**config.mk**
```make
export PLATFORM = sky130hd
export DESIGN_NAME = ulpi_phy_func_ifc_ctrl_regs
export DESIGN_NICKNAME = d
export VERILOG_FILES = /design/src/hdl/ulpi_ctrl_pkg.sv /design/src/hdl/ctrl_reg8.sv /design/src/hdl/phy_reset_seq.sv /design/src/hdl/ulpi_phy_func_ifc_ctrl_regs.sv
export SDC_FILE = /design/constraint.sdc
export NUM_CORES = 1
export LEC_CHECK = 0
export BUFFER_PORTS_ARGS = -buffer_cell sky130_fd_sc_hd__buf_2
export CORE_ASPECT_RATIO = 0.7
export CORE_MARGIN = 4
export CORE_UTILIZATION = 49
export DETAILED_ROUTE_END_ITERATION = 12
export PLACE_DENSITY = 0.75
export SYNTH_ARGS = -nofsm -noshare
export SYNTH_HDL_FRONTEND = slang
export SYNTH_SLANG_ARGS = --single-unit
```
**constraint.sdc**
```tcl
create_clock -name mclk -period 1.7 [get_ports mclk]
set_input_delay 0.255 -clock mclk [delete_from_list [all_inputs] [get_ports mclk]]
set_output_delay 0.255 -clock mclk [all_outputs]
set_load 0.005 [all_outputs]
```
**src/hdl/ulpi_ctrl_pkg.sv**
```systemverilog
package ulpi_ctrl_pkg;

  // ----------------------------------------------------------------
  // Register offsets
  // ----------------------------------------------------------------
  localparam logic [5:0] OFS_FUNC = 6'h04;
  localparam logic [5:0] OFS_FUNC_SET = 6'h05;
  localparam logic [5:0] OFS_FUNC_CLR = 6'h06;
  localparam logic [5:0] OFS_IFC = 6'h07;
  localparam logic [5:0] OFS_IFC_SET = 6'h08;
  localparam logic [5:0] OFS_IFC_CLR = 6'h09;

  // ----------------------------------------------------------------
  // Function-control fields
  // ----------------------------------------------------------------
  localparam int FC_RSVD = 7;
  localparam int FC_LOW_POWER_N = 6;
  localparam int FC_CORE_RESET = 5;
  localparam int FC_ENC_LSB = 3;
  localparam int FC_TERM = 2;
  localparam int FC_SPEED_LSB = 0;
  localparam logic [7:0] FUNC_RESET = 8'h41;
  localparam logic [7:0] FUNC_WMASK = 8'h7f;

  // ----------------------------------------------------------------
  // Interface-control fields
  // ----------------------------------------------------------------
  localparam int IC_PROTECT_DIS = 7;
  localparam int IC_VBUS_UNQ = 6;
  localparam int IC_VBUS_INV = 5;
  localparam int IC_SELF_WAKE = 4;
  localparam int IC_CLK_KEEP_N = 3;
  localparam int IC_UART = 2;
  localparam int IC_SER3 = 1;
  localparam int IC_SER6 = 0;
  localparam logic [7:0] IFC_RESET = 8'h10;
  localparam logic [7:0] IFC_WMASK = 8'hff;

  // ----------------------------------------------------------------
  // Encodings and timing
  // ----------------------------------------------------------------
  localparam logic [1:0] ENC_NORMAL = 2'h0;
  localparam logic [1:0] ENC_RESERVED = 2'h3;
  localparam int CLK_PERIOD_NS = 50;
  localparam int CORE_RST_NS = 1000;
  localparam logic [7:0] CORE_RST_CYC =
    8'((CORE_RST_NS + CLK_PERIOD_NS - 1) / CLK_PERIOD_NS);

  typedef enum logic [1:0] {
    SEQ_IDLE = 2'b00,
    SEQ_CORE = 2'b01,
    SEQ_GAP = 2'b11,
    SEQ_RXCMD = 2'b10
  } rst_seq_e;

  typedef struct packed {
    logic wr;
    logic rd;
    logic [5:0] addr;
    logic [7:0] wdata;
  } reg_req_s;

  typedef struct packed {
    logic low_power_exit;
    logic serial_exit;
    logic uart_exit;
  } phy_evt_s;

  typedef struct packed {
    logic low_power_n;
    logic core_reset;
    logic [1:0] tx_encoding_select;
    logic termination_select;
    logic [1:0] speed_select;
  } func_out_s;

  typedef struct packed {
    logic protect_enable;
    logic vbus_state;
    logic self_wake_signalling;
    logic serial_clk_on;
    logic uart_pins_select;
    logic serial_three_wire_select;
    logic serial_six_wire_select;
  } ifc_out_s;

  // Decode of one register and its aliases: {clear, set, base}
  function automatic logic [2:0] sel3(input logic [5:0] addr,
                                      input logic [5:0] base);
    sel3 = {addr == base + 6'h02, addr == base + 6'h01, addr == base};
  endfunction : sel3

endpackage : ulpi_ctrl_pkg

```
**src/hdl/ctrl_reg8.sv**
```systemverilog
`timescale 1ns/10ps
`default_nettype none

module ctrl_reg8 #(
  parameter logic [7:0] RESET_VAL = 8'h00,
  parameter logic [7:0] WMASK = 8'hff
) (
  // Clock and reset
  input wire logic mclk,
  input wire logic rst_n,
  input wire logic ce,
  // Software write
  input wire logic [2:0] wsel,
  input wire logic [7:0] wdata,
  // Hardware updates
  input wire logic [7:0] hw_set,
  input wire logic [7:0] hw_clr,
  // Contents
  output logic [7:0] q
);

  logic [7:0] q_d;
  logic [7:0] q_q;
  logic [7:0] sw;

  always_comb begin
    sw = q_q;
    if (wsel[0]) begin
      sw = (q_q & ~WMASK) | (wdata & WMASK);
    end else if (wsel[1]) begin
      sw = q_q | (wdata & WMASK);
    end else if (wsel[2]) begin
      sw = q_q & ~(wdata & WMASK);
    end
    q_d = ((sw & ~hw_clr) | hw_set) & WMASK;
  end

  always_ff @(posedge mclk) begin
    if (!rst_n) begin
      q_q <= RESET_VAL;
    end else if (ce) begin
      q_q <= q_d;
    end
  end

  assign q = q_q;

endmodule : ctrl_reg8

`default_nettype wire

```
**src/hdl/phy_reset_seq.sv**
```systemverilog
`timescale 1ns/10ps
`default_nettype none

module phy_reset_seq (
  // Clock and reset
  input wire logic mclk,
  input wire logic rst_n,
  input wire logic ce,
  // Request from the reset bit
  input wire logic start,
  // Sequence outputs
  output logic dir,
  output logic core_reset,
  output logic clr_bit,
  output logic rxcmd_update
);

  ulpi_ctrl_pkg::rst_seq_e st_d;
  ulpi_ctrl_pkg::rst_seq_e st_q;
  logic [7:0] cnt_d;
  logic [7:0] cnt_q;

  always_comb begin
    st_d = st_q;
    cnt_d = cnt_q;
    unique case (st_q)
      ulpi_ctrl_pkg::SEQ_IDLE: begin
        if (start) begin
          st_d = ulpi_ctrl_pkg::SEQ_CORE;
          cnt_d = ulpi_ctrl_pkg::CORE_RST_CYC - 8'h01;
        end
      end
      ulpi_ctrl_pkg::SEQ_CORE: begin
        if (cnt_q == 8'h00) begin
          st_d = ulpi_ctrl_pkg::SEQ_GAP;
        end else begin
          cnt_d = cnt_q - 8'h01;
        end
      end
      ulpi_ctrl_pkg::SEQ_GAP: begin
        st_d = ulpi_ctrl_pkg::SEQ_RXCMD;
      end
      ulpi_ctrl_pkg::SEQ_RXCMD: begin
        st_d = ulpi_ctrl_pkg::SEQ_IDLE;
      end
    endcase
  end

  always_ff @(posedge mclk) begin
    if (!rst_n) begin
      st_q <= ulpi_ctrl_pkg::SEQ_IDLE;
      cnt_q <= 8'h00;
    end else if (ce) begin
      st_q <= st_d;
      cnt_q <= cnt_d;
    end
  end

  // DIR high during core reset, low for one cycle, high for the update
  assign dir = (st_q == ulpi_ctrl_pkg::SEQ_CORE) ||
               (st_q == ulpi_ctrl_pkg::SEQ_RXCMD);
  assign core_reset = (st_q == ulpi_ctrl_pkg::SEQ_CORE);
  assign clr_bit = (st_q == ulpi_ctrl_pkg::SEQ_GAP);
  assign rxcmd_update = (st_q == ulpi_ctrl_pkg::SEQ_RXCMD);

endmodule : phy_reset_seq

`default_nettype wire

```
**src/hdl/ulpi_phy_func_ifc_ctrl_regs.sv**
```systemverilog
`timescale 1ns/10ps
`default_nettype none

module ulpi_phy_func_ifc_ctrl_regs (
  // Clock, reset and enable
  input wire logic mclk,
  input wire logic rst_n,
  input wire logic ce,
  // Register access from the link
  input wire ulpi_ctrl_pkg::reg_req_s reg_req,
  output logic [7:0] reg_rdata,
  // Events from the transceiver
  input wire ulpi_ctrl_pkg::phy_evt_s phy_evt,
  // VBUS sensing
  input wire logic ext_bus_power_flag,
  input wire logic vbus_valid_cmp,
  // Transceiver control
  output ulpi_ctrl_pkg::func_out_s func_out,
  output ulpi_ctrl_pkg::ifc_out_s ifc_out,
  // Link handshake
  output logic dir,
  output logic rxcmd_update
);

  // ----------------------------------------------------------------
  // Address decode
  // ----------------------------------------------------------------
  logic [2:0] func_sel;
  logic [2:0] ifc_sel;
  logic [2:0] func_rd;
  logic [2:0] ifc_rd;

  always_comb begin
    func_rd = ulpi_ctrl_pkg::sel3(reg_req.addr, ulpi_ctrl_pkg::OFS_FUNC);
    ifc_rd = ulpi_ctrl_pkg::sel3(reg_req.addr, ulpi_ctrl_pkg::OFS_IFC);
    func_sel = func_rd & {3{reg_req.wr}};
    ifc_sel = ifc_rd & {3{reg_req.wr}};
  end

  // ----------------------------------------------------------------
  // Function control
  // ----------------------------------------------------------------
  logic [7:0] func_q;
  logic [7:0] func_hw_set;
  logic [7:0] func_hw_clr;
  logic seq_clr;
  logic seq_core_reset;

  always_comb begin
    func_hw_set = 8'h00;
    func_hw_clr = 8'h00;
    func_hw_set[ulpi_ctrl_pkg::FC_LOW_POWER_N] =
      phy_evt.low_power_exit;
    func_hw_clr[ulpi_ctrl_pkg::FC_CORE_RESET] = seq_clr;
  end

  ctrl_reg8 #(
    .RESET_VAL(ulpi_ctrl_pkg::FUNC_RESET),
    .WMASK(ulpi_ctrl_pkg::FUNC_WMASK)
  ) u_func (
    .mclk(mclk),
    .rst_n(rst_n),
    .ce(ce),
    .wsel(func_sel),
    .wdata(reg_req.wdata),
    .hw_set(func_hw_set),
    .hw_clr(func_hw_clr),
    .q(func_q)
  );

  // ----------------------------------------------------------------
  // Interface control
  // ----------------------------------------------------------------
  logic [7:0] ifc_q;
  logic [7:0] ifc_hw_clr;

  always_comb begin
    ifc_hw_clr = 8'h00;
    ifc_hw_clr[ulpi_ctrl_pkg::IC_UART] = phy_evt.uart_exit;
    ifc_hw_clr[ulpi_ctrl_pkg::IC_SER3] = phy_evt.serial_exit;
    ifc_hw_clr[ulpi_ctrl_pkg::IC_SER6] = phy_evt.serial_exit;
  end

  ctrl_reg8 #(
    .RESET_VAL(ulpi_ctrl_pkg::IFC_RESET),
    .WMASK(ulpi_ctrl_pkg::IFC_WMASK)
  ) u_ifc (
    .mclk(mclk),
    .rst_n(rst_n),
    .ce(ce),
    .wsel(ifc_sel),
    .wdata(reg_req.wdata),
    .hw_set(8'h00),
    .hw_clr(ifc_hw_clr),
    .q(ifc_q)
  );

  // ----------------------------------------------------------------
  // Transceiver reset sequence
  // ----------------------------------------------------------------
  phy_reset_seq u_seq (
    .mclk(mclk),
    .rst_n(rst_n),
    .ce(ce),
    .start(func_q[ulpi_ctrl_pkg::FC_CORE_RESET]),
    .dir(dir),
    .core_reset(seq_core_reset),
    .clr_bit(seq_clr),
    .rxcmd_update(rxcmd_update)
  );

  // ----------------------------------------------------------------
  // Read data
  // ----------------------------------------------------------------
  logic [7:0] rdata_d;
  logic [7:0] rdata_q;

  always_comb begin
    rdata_d = rdata_q;
    if (reg_req.rd) begin
      if (|func_rd) begin
        rdata_d = func_q;
      end else if (|ifc_rd) begin
        rdata_d = ifc_q;
      end else begin
        rdata_d = 8'h00;
      end
    end
  end

  always_ff @(posedge mclk) begin
    if (!rst_n) begin
      rdata_q <= 8'h00;
    end else if (ce) begin
      rdata_q <= rdata_d;
    end
  end

  assign reg_rdata = rdata_q;

  // ----------------------------------------------------------------
  // Function-control field views
  // ----------------------------------------------------------------
  logic fc_low_power_n;
  logic [1:0] fc_enc;
  logic fc_term;
  logic [1:0] fc_speed;

  always_comb begin
    fc_low_power_n = func_q[ulpi_ctrl_pkg::FC_LOW_POWER_N];
    fc_enc = func_q[ulpi_ctrl_pkg::FC_ENC_LSB +: 2];
    fc_term = func_q[ulpi_ctrl_pkg::FC_TERM];
    fc_speed = func_q[ulpi_ctrl_pkg::FC_SPEED_LSB +: 2];
  end

  // ----------------------------------------------------------------
  // Interface-control field views
  // ----------------------------------------------------------------
  logic ic_protect_dis;
  logic ic_vbus_unq;
  logic ic_vbus_inv;
  logic ic_self_wake;
  logic ic_clk_keep_n;
  logic ic_uart;
  logic ic_ser3;
  logic ic_ser6;

  always_comb begin
    ic_protect_dis = ifc_q[ulpi_ctrl_pkg::IC_PROTECT_DIS];
    ic_vbus_unq = ifc_q[ulpi_ctrl_pkg::IC_VBUS_UNQ];
    ic_vbus_inv = ifc_q[ulpi_ctrl_pkg::IC_VBUS_INV];
    ic_self_wake = ifc_q[ulpi_ctrl_pkg::IC_SELF_WAKE];
    ic_clk_keep_n = ifc_q[ulpi_ctrl_pkg::IC_CLK_KEEP_N];
    ic_uart = ifc_q[ulpi_ctrl_pkg::IC_UART];
    ic_ser3 = ifc_q[ulpi_ctrl_pkg::IC_SER3];
    ic_ser6 = ifc_q[ulpi_ctrl_pkg::IC_SER6];
  end

  // ----------------------------------------------------------------
  // VBUS state for receive commands
  // ----------------------------------------------------------------
  logic vbus_flag;
  logic vbus_qualified;
  logic vbus_state;

  always_comb begin
    vbus_flag = ext_bus_power_flag ^ ic_vbus_inv;
    vbus_qualified = vbus_flag & vbus_valid_cmp;
    if (ic_vbus_unq) begin
      vbus_state = vbus_flag;
    end else begin
      vbus_state = vbus_qualified;
    end
  end

  // ----------------------------------------------------------------
  // Serial and UART clock control
  // ----------------------------------------------------------------
  logic alt_mode;
  logic clk_suspend_honoured;
  logic serial_clk_on;

  always_comb begin
    alt_mode = ic_uart | ic_ser3 | ic_ser6;
    // Clock suspend counts only while the low-power bit is one
    clk_suspend_honoured = fc_low_power_n;
    serial_clk_on = 1'b1;
    if (alt_mode) begin
      if (clk_suspend_honoured) begin
        serial_clk_on = ic_clk_keep_n;
      end else begin
        // Low-power mode has the clock stopped anyway
        serial_clk_on = 1'b0;
      end
    end
  end

  // ----------------------------------------------------------------
  // Mode outputs
  // ----------------------------------------------------------------
  ulpi_ctrl_pkg::func_out_s fo_d;
  ulpi_ctrl_pkg::func_out_s fo_q;
  ulpi_ctrl_pkg::ifc_out_s io_d;
  ulpi_ctrl_pkg::ifc_out_s io_q;

  always_comb begin
    fo_d.low_power_n = fc_low_power_n;
    fo_d.core_reset = seq_core_reset;
    // Reserved encoding falls back to normal operation
    if (fc_enc == ulpi_ctrl_pkg::ENC_RESERVED) begin
      fo_d.tx_encoding_select = ulpi_ctrl_pkg::ENC_NORMAL;
    end else begin
      fo_d.tx_encoding_select = fc_enc;
    end
    fo_d.termination_select = fc_term;
    fo_d.speed_select = fc_speed;
  end

  always_comb begin
    io_d.protect_enable = ~ic_protect_dis;
    io_d.vbus_state = vbus_state;
    io_d.self_wake_signalling = ic_self_wake;
    io_d.serial_clk_on = serial_clk_on;
    io_d.uart_pins_select = ic_uart;
    io_d.serial_three_wire_select = ic_ser3;
    io_d.serial_six_wire_select = ic_ser6;
  end

  // ----------------------------------------------------------------
  // Function output register
  // ----------------------------------------------------------------
  always_ff @(posedge mclk) begin
    if (!rst_n) begin
      fo_q.low_power_n <= 1'b0;
      fo_q.core_reset <= 1'b0;
      fo_q.tx_encoding_select <= 2'h0;
      fo_q.termination_select <= 1'b0;
      fo_q.speed_select <= 2'h0;
    end else if (ce) begin
      fo_q <= fo_d;
    end
  end

  // ----------------------------------------------------------------
  // Interface output register
  // ----------------------------------------------------------------
  always_ff @(posedge mclk) begin
    if (!rst_n) begin
      io_q.protect_enable <= 1'b0;
      io_q.vbus_state <= 1'b0;
      io_q.self_wake_signalling <= 1'b0;
      io_q.serial_clk_on <= 1'b0;
      io_q.uart_pins_select <= 1'b0;
      io_q.serial_three_wire_select <= 1'b0;
      io_q.serial_six_wire_select <= 1'b0;
    end else if (ce) begin
      io_q <= io_d;
    end
  end

  assign func_out = fo_q;
  assign ifc_out = io_q;

endmodule : ulpi_phy_func_ifc_ctrl_regs

`default_nettype wire

```
== Word level (Yosys, flattened, before mapping) ==
Index checks and enable logic that the tools add are counted.

* Word-level logic and storage cells: 76
* Register bits after elaboration: 47
* Output and inout bits: 24

* $add $sub $neg: 1
* Multiplexer cells: 18
* Equal/unequal tests: 13
* Reduce and logical (&&, ||, !) cells: 9
* Bitwise logic cells: 18

{| class="wikitable"
|+ Operators by type and width
! cell !! count
|-
| $mux W8 || 7
|-
| $eq A6 B3 Y1 const B || 4
|-
| $mux W7 || 3
|-
| $and A8 B8 Y8 || 2
|-
| $pmux W8 S2 || 1
|-
| $and A7 B7 Y7 || 2
|-
| $or A7 B7 Y7 || 2
|-
| $eq A6 B4 Y1 const B || 2
|-
| $logic_not A8 Y1 || 1
|-
| $not A3 Y8 || 1
|-
| $not A8 Y8 || 1
|-
| $or A8 B8 Y8 || 1
|-
| $pmux W2 S4 || 1
|-
| $sub A8 B1 Y8 const B || 1
|-
| $not A6 Y7 || 1
|-
| $not A7 Y7 || 1
|-
| $and A3 B3 Y3 || 2
|-
| $eq A2 B2 Y1 const B || 3
|-
| $mux W2 || 3
|-
| $reduce_or A3 Y1 || 2
|-
| $ne A2 B2 Y1 const B || 2
|-
| $reduce_and A4 Y1 || 1
|-
| $mux W1 || 3
|-
| $reduce_and A3 Y1 || 1
|-
| other kinds (10) || 11
|}

== Logic depth before layout (Yosys ltp) ==
* Depth after elaboration: 7
* Gate-level depth with buffers: 7
* Depth with buffers taken out: 6

== Modules after synthesis ==
A second synthesis with hierarchy kept.

* Cell total of the unflattened synthesis: 305
* Area total of the unflattened synthesis: 2606.2 um^2

{| class="wikitable"
|+ Modules (own cells, without submodules)
! module !! area an instance (um^2) !! seq. area each (um^2) !! cells each !! instances
|-
| ulpi_phy_func_ifc_ctrl_regs || 1024.7 || 440.4 || 111 || 1
|-
| phy_reset_seq || 630.6 || 200.2 || 73 || 1
|-
| ctrl_reg8 (u_ifc) || 506.7 || 160.2 || 64 || 1
|-
| ctrl_reg8 (u_func) || 444.2 || 140.1 || 57 || 1
|}

== Least setup slack after synthesis ==
OpenSTA, ideal clock, no wires.

* Path type: reg2reg
* Start point: reg u_seq.st_q[1]
* End point: reg u_seq.cnt_q[3]
* Data required time: 1.630 ns
* Cell stages (with the launch flop): 8
* Clock period less this slack: 1.879 ns
* Setup time: 0.070 ns
* Data arrival time: 1.809 ns
* Setup slack: -0.179 ns
* Buffers on the path: 1
* Cell sequence: dfxtp_1 > inv_1 > ha_1 > buf_4 > or3b_1 > nor3b_2 > or4b_1 > a21oi_1

{| class="wikitable"
|+ RTL lines
! what !! line !! text
|-
| start: declaration || phy_reset_seq.sv:19 || <nowiki>ulpi_ctrl_pkg::rst_seq_e st_q;</nowiki>
|-
| start signal: assignment || phy_reset_seq.sv:51 || <nowiki>st_q <= ulpi_ctrl_pkg::SEQ_IDLE;</nowiki>
|-
| start signal: assignment || phy_reset_seq.sv:54 || <nowiki>st_q <= st_d;</nowiki>
|-
| end signal: assignment || phy_reset_seq.sv:55 || <nowiki>cnt_q <= cnt_d;</nowiki>
|-
| end: declaration || phy_reset_seq.sv:21 || <nowiki>logic [7:0] cnt_q;</nowiki>
|}

==> reports/metrics.cfg <==
[final_layout]
most-common-layout-cells=buf_2 (47), dfxtp_1 (43), buf_4 (40)
fillerInstances=406
diodes=0
post-route-util_pct=66.93
ff_latch_area_sq_um=948.4
layout_commonest_cell=buf_2
multiInputGateArea_sq_um=1466
synthToLayoutAreaGrowth_pct=32.33
drive_gt1_share_pct=36.57
nets=391

[synthesis]
synth_area_sq_um=2419
ys_seq_area_share_pct=38.90
synth_nets=313
synth_cell_types=54
syn_avg_cell_area_sq_um=8.576
yosys.area.top_type=dfxtp_1
synthFlopType=dfxtp_1
syn_inst=282
ys_warn_count=0
synth_edf_count=0
yosys_register_bits=47
ys_async_sr_fraction_pct=0
yosys.area.top_type_share_pct=38.90
synthTopCellsByArea=dfxtp_1 (39%), a21oi_1 (5.6%), nor2_1 (4.7%)

[sta]
finalSetupViolations=2
finalHoldViolations=0
min_period_ps=1840
fin_crit_sh_pct=108.2
final.setup.tns_ps=-200.5
layout_setup_ws_ps=-140.2
holdWs_ps=211.7
clock_skew_ps=8.935
worst_pin_slew_ps=468.2
rsz0062_at_grt=yes
slew_violations=0
slew_headroom_pct=68.74
fmax_mhz=543.4

[worst_setup_path]
crit_type=flop to flop
crit_fanout=3
required_ps=1940
cp_num_buf_inv=1
crit_arrival_ps=2080
critPathMaxStageDelay_ps=500
crit_path_cell_trace=inv_4, ha_4, or3b_4, nor3b_2, or4b_4, a21oi_2
startpoint_type=flop
endpoint_kind=flop
critPathTopFamily=simple AND/OR/NAND/NOR gates
crit_path_top_delay_cell=or4b_4

[clocking]
numCtsBuffers=5
htreeDepth=2
cts.clk_slew.worst_paths_ps=100
cts_tree=done
cts_hold_buf=0
clock_latency_ps=310
cts_buffer_depth=2
cts.sinks=47
root_buffer=clkbuf_8

[floorplan]
start_util_pct=50.58
fp.dieH_microns=66.78
rows=21
pin_count=48
core_sq_um=4782
chipWidth_microns=91.97
dieArea_sq_um=6142

[placed_design]
place.port_buffers=47
dpl.hpwl_microns=4961
gp_congestion=0.8400

[grt]
grt_max_degree=26
grt_pass1_wl_microns=11250
overflow=0
use_met1_pct=33.93
grt_most_used_layer=met1
met3_usage_pct=4.740
antenna_found_initial=0
first_global_vias=2288
grt_usage_pct=23.33
use_met2_pct=33.91

[flow_run]
max-cap-violations=0

[status]
outcome=finished with violations
violations=setup timing

[drt]
via_per_inst=5.816
postRouteAntennaNets=0
firstDrtPassIters=5
drc=0
wl_microns=7198
vias=2501
drt_iter0_drc=222
post_drt_wl_per_cell_microns=16.74

[power]
ir_drop_mv=0.4563
p_leak_nw=1.356
cellPowerDensity_nw_per_um2=697.2

[worst_hold_path]
hp-class=input pin to flop

-- flip-flops by register name (all words and copies together) (netlist names) --
name and count:
reg_rdata 8, func_out 7, u_seq.st_q 2, u_ifc.q 8
ifc_out 7, u_seq.cnt_q 8, u_func.q 7
-- worst paths after layout --
| path | start | endpoint | slack (ps) | cells past startpoint |
|---|---|---|---|---|
| worst max-delay path | u_seq.st_q[1] | u_seq.cnt_q[3] | -140 | 6 |
| worst max register to register | u_seq.st_q[1] | u_seq.cnt_q[3] | -140 | 6 |
| worst min-delay path | reg_req[0] | u_func.q[0] | 210 | 3 |
| worst min register to register | ifc_out[6] | ifc_out[6] | 490 | 2 |
-- metrics by stage --
step	std cells	setup slack, ps	power [mW]	area [sq um]
after global routing	430	-187.2	2.307	3201
after global placement	415	-112.3	1.383	2943
final	430	-140.2	2.232	3201
after CTS	426	-67.60	2.226	3095
after floorplan	282	-123.5	1.280	2446
after detailed placement	415	-141.0	1.389	2943
-- metal layers --
layer  vias to the layer above  share of wire, %
met5                         -                 0
li1                       1204                 -
met3                        16               9.7
met4                         0               1.7
met2                       134                42
met1                      1147                47
-- where the power goes --
| part | total (mW) | switching, mW | internal, mW |
|---|---|---|---|
| clock | 0.860 | 0.414 | 0.446 |
| combinational | 0.239 | 0.140 | 0.0986 |
| sequential | 1.13 | 0.0120 | 1.12 |
| total | 2.23 | 0.566 | 1.67 |
-- worst reg2reg max path: stages, from the launching register on --
cell,delay (ps)
dfxtp_2,340
inv_4,70
ha_4,130
or3b_4,380
nor3b_2,210
or4b_4,500
a21oi_2,140
-- area by class of cell --
cell class,instances,area share (%)
Multi-Input combinational cell,209,45.82
Sequential cell,47,29.63
Timing Repair Buffer,88,17.08
Inverter,9,1.134
Tap cell,69,2.697
Clock inverter,3,1.486
Clock buffer,5,2.150
-- synthesized netlist by cell type (5+ instances only) --
| library cell | count |
|---|---|
| ha_1 | 7 |
| nand3_1 | 9 |
| mux2i_1 | 10 |
| o211ai_1 | 5 |
| nand3b_1 | 5 |
| nand2_1 | 13 |
| dfxtp_1 | 47 |
| o31ai_1 | 8 |
| nor2_1 | 30 |
| inv_1 | 8 |
| clkbuf_1 | 13 |
| a21oi_1 | 27 |
| o21ai_0 | 17 |
| a22oi_1 | 7 |
-- logic make-up (layout without fill, tap and decap cells) --
group | Yosys count | in the layout | share of synthesized area [%]
simple gates | 95 | 95 | 21.78
compound gates | 92 | 92 | 25.35
flops | 47 | 47 | 38.90
buf+inv | 26 | 105 | 4.294
mux | 11 | 11 | 4.604
fa+ha+maj | 7 | 7 | 3.621
xor+xnor | 4 | 4 | 1.448
-- timing repair --
| action | CTS | global route |
|---|---|---|
| resized for setup | 5 | 17 |
| buffers inserted | 3 | 5 |
| setup endpoints to repair | 8 | 9 |
| pin swaps | 3 | 4 |
(Power assumes the default switching activity.)
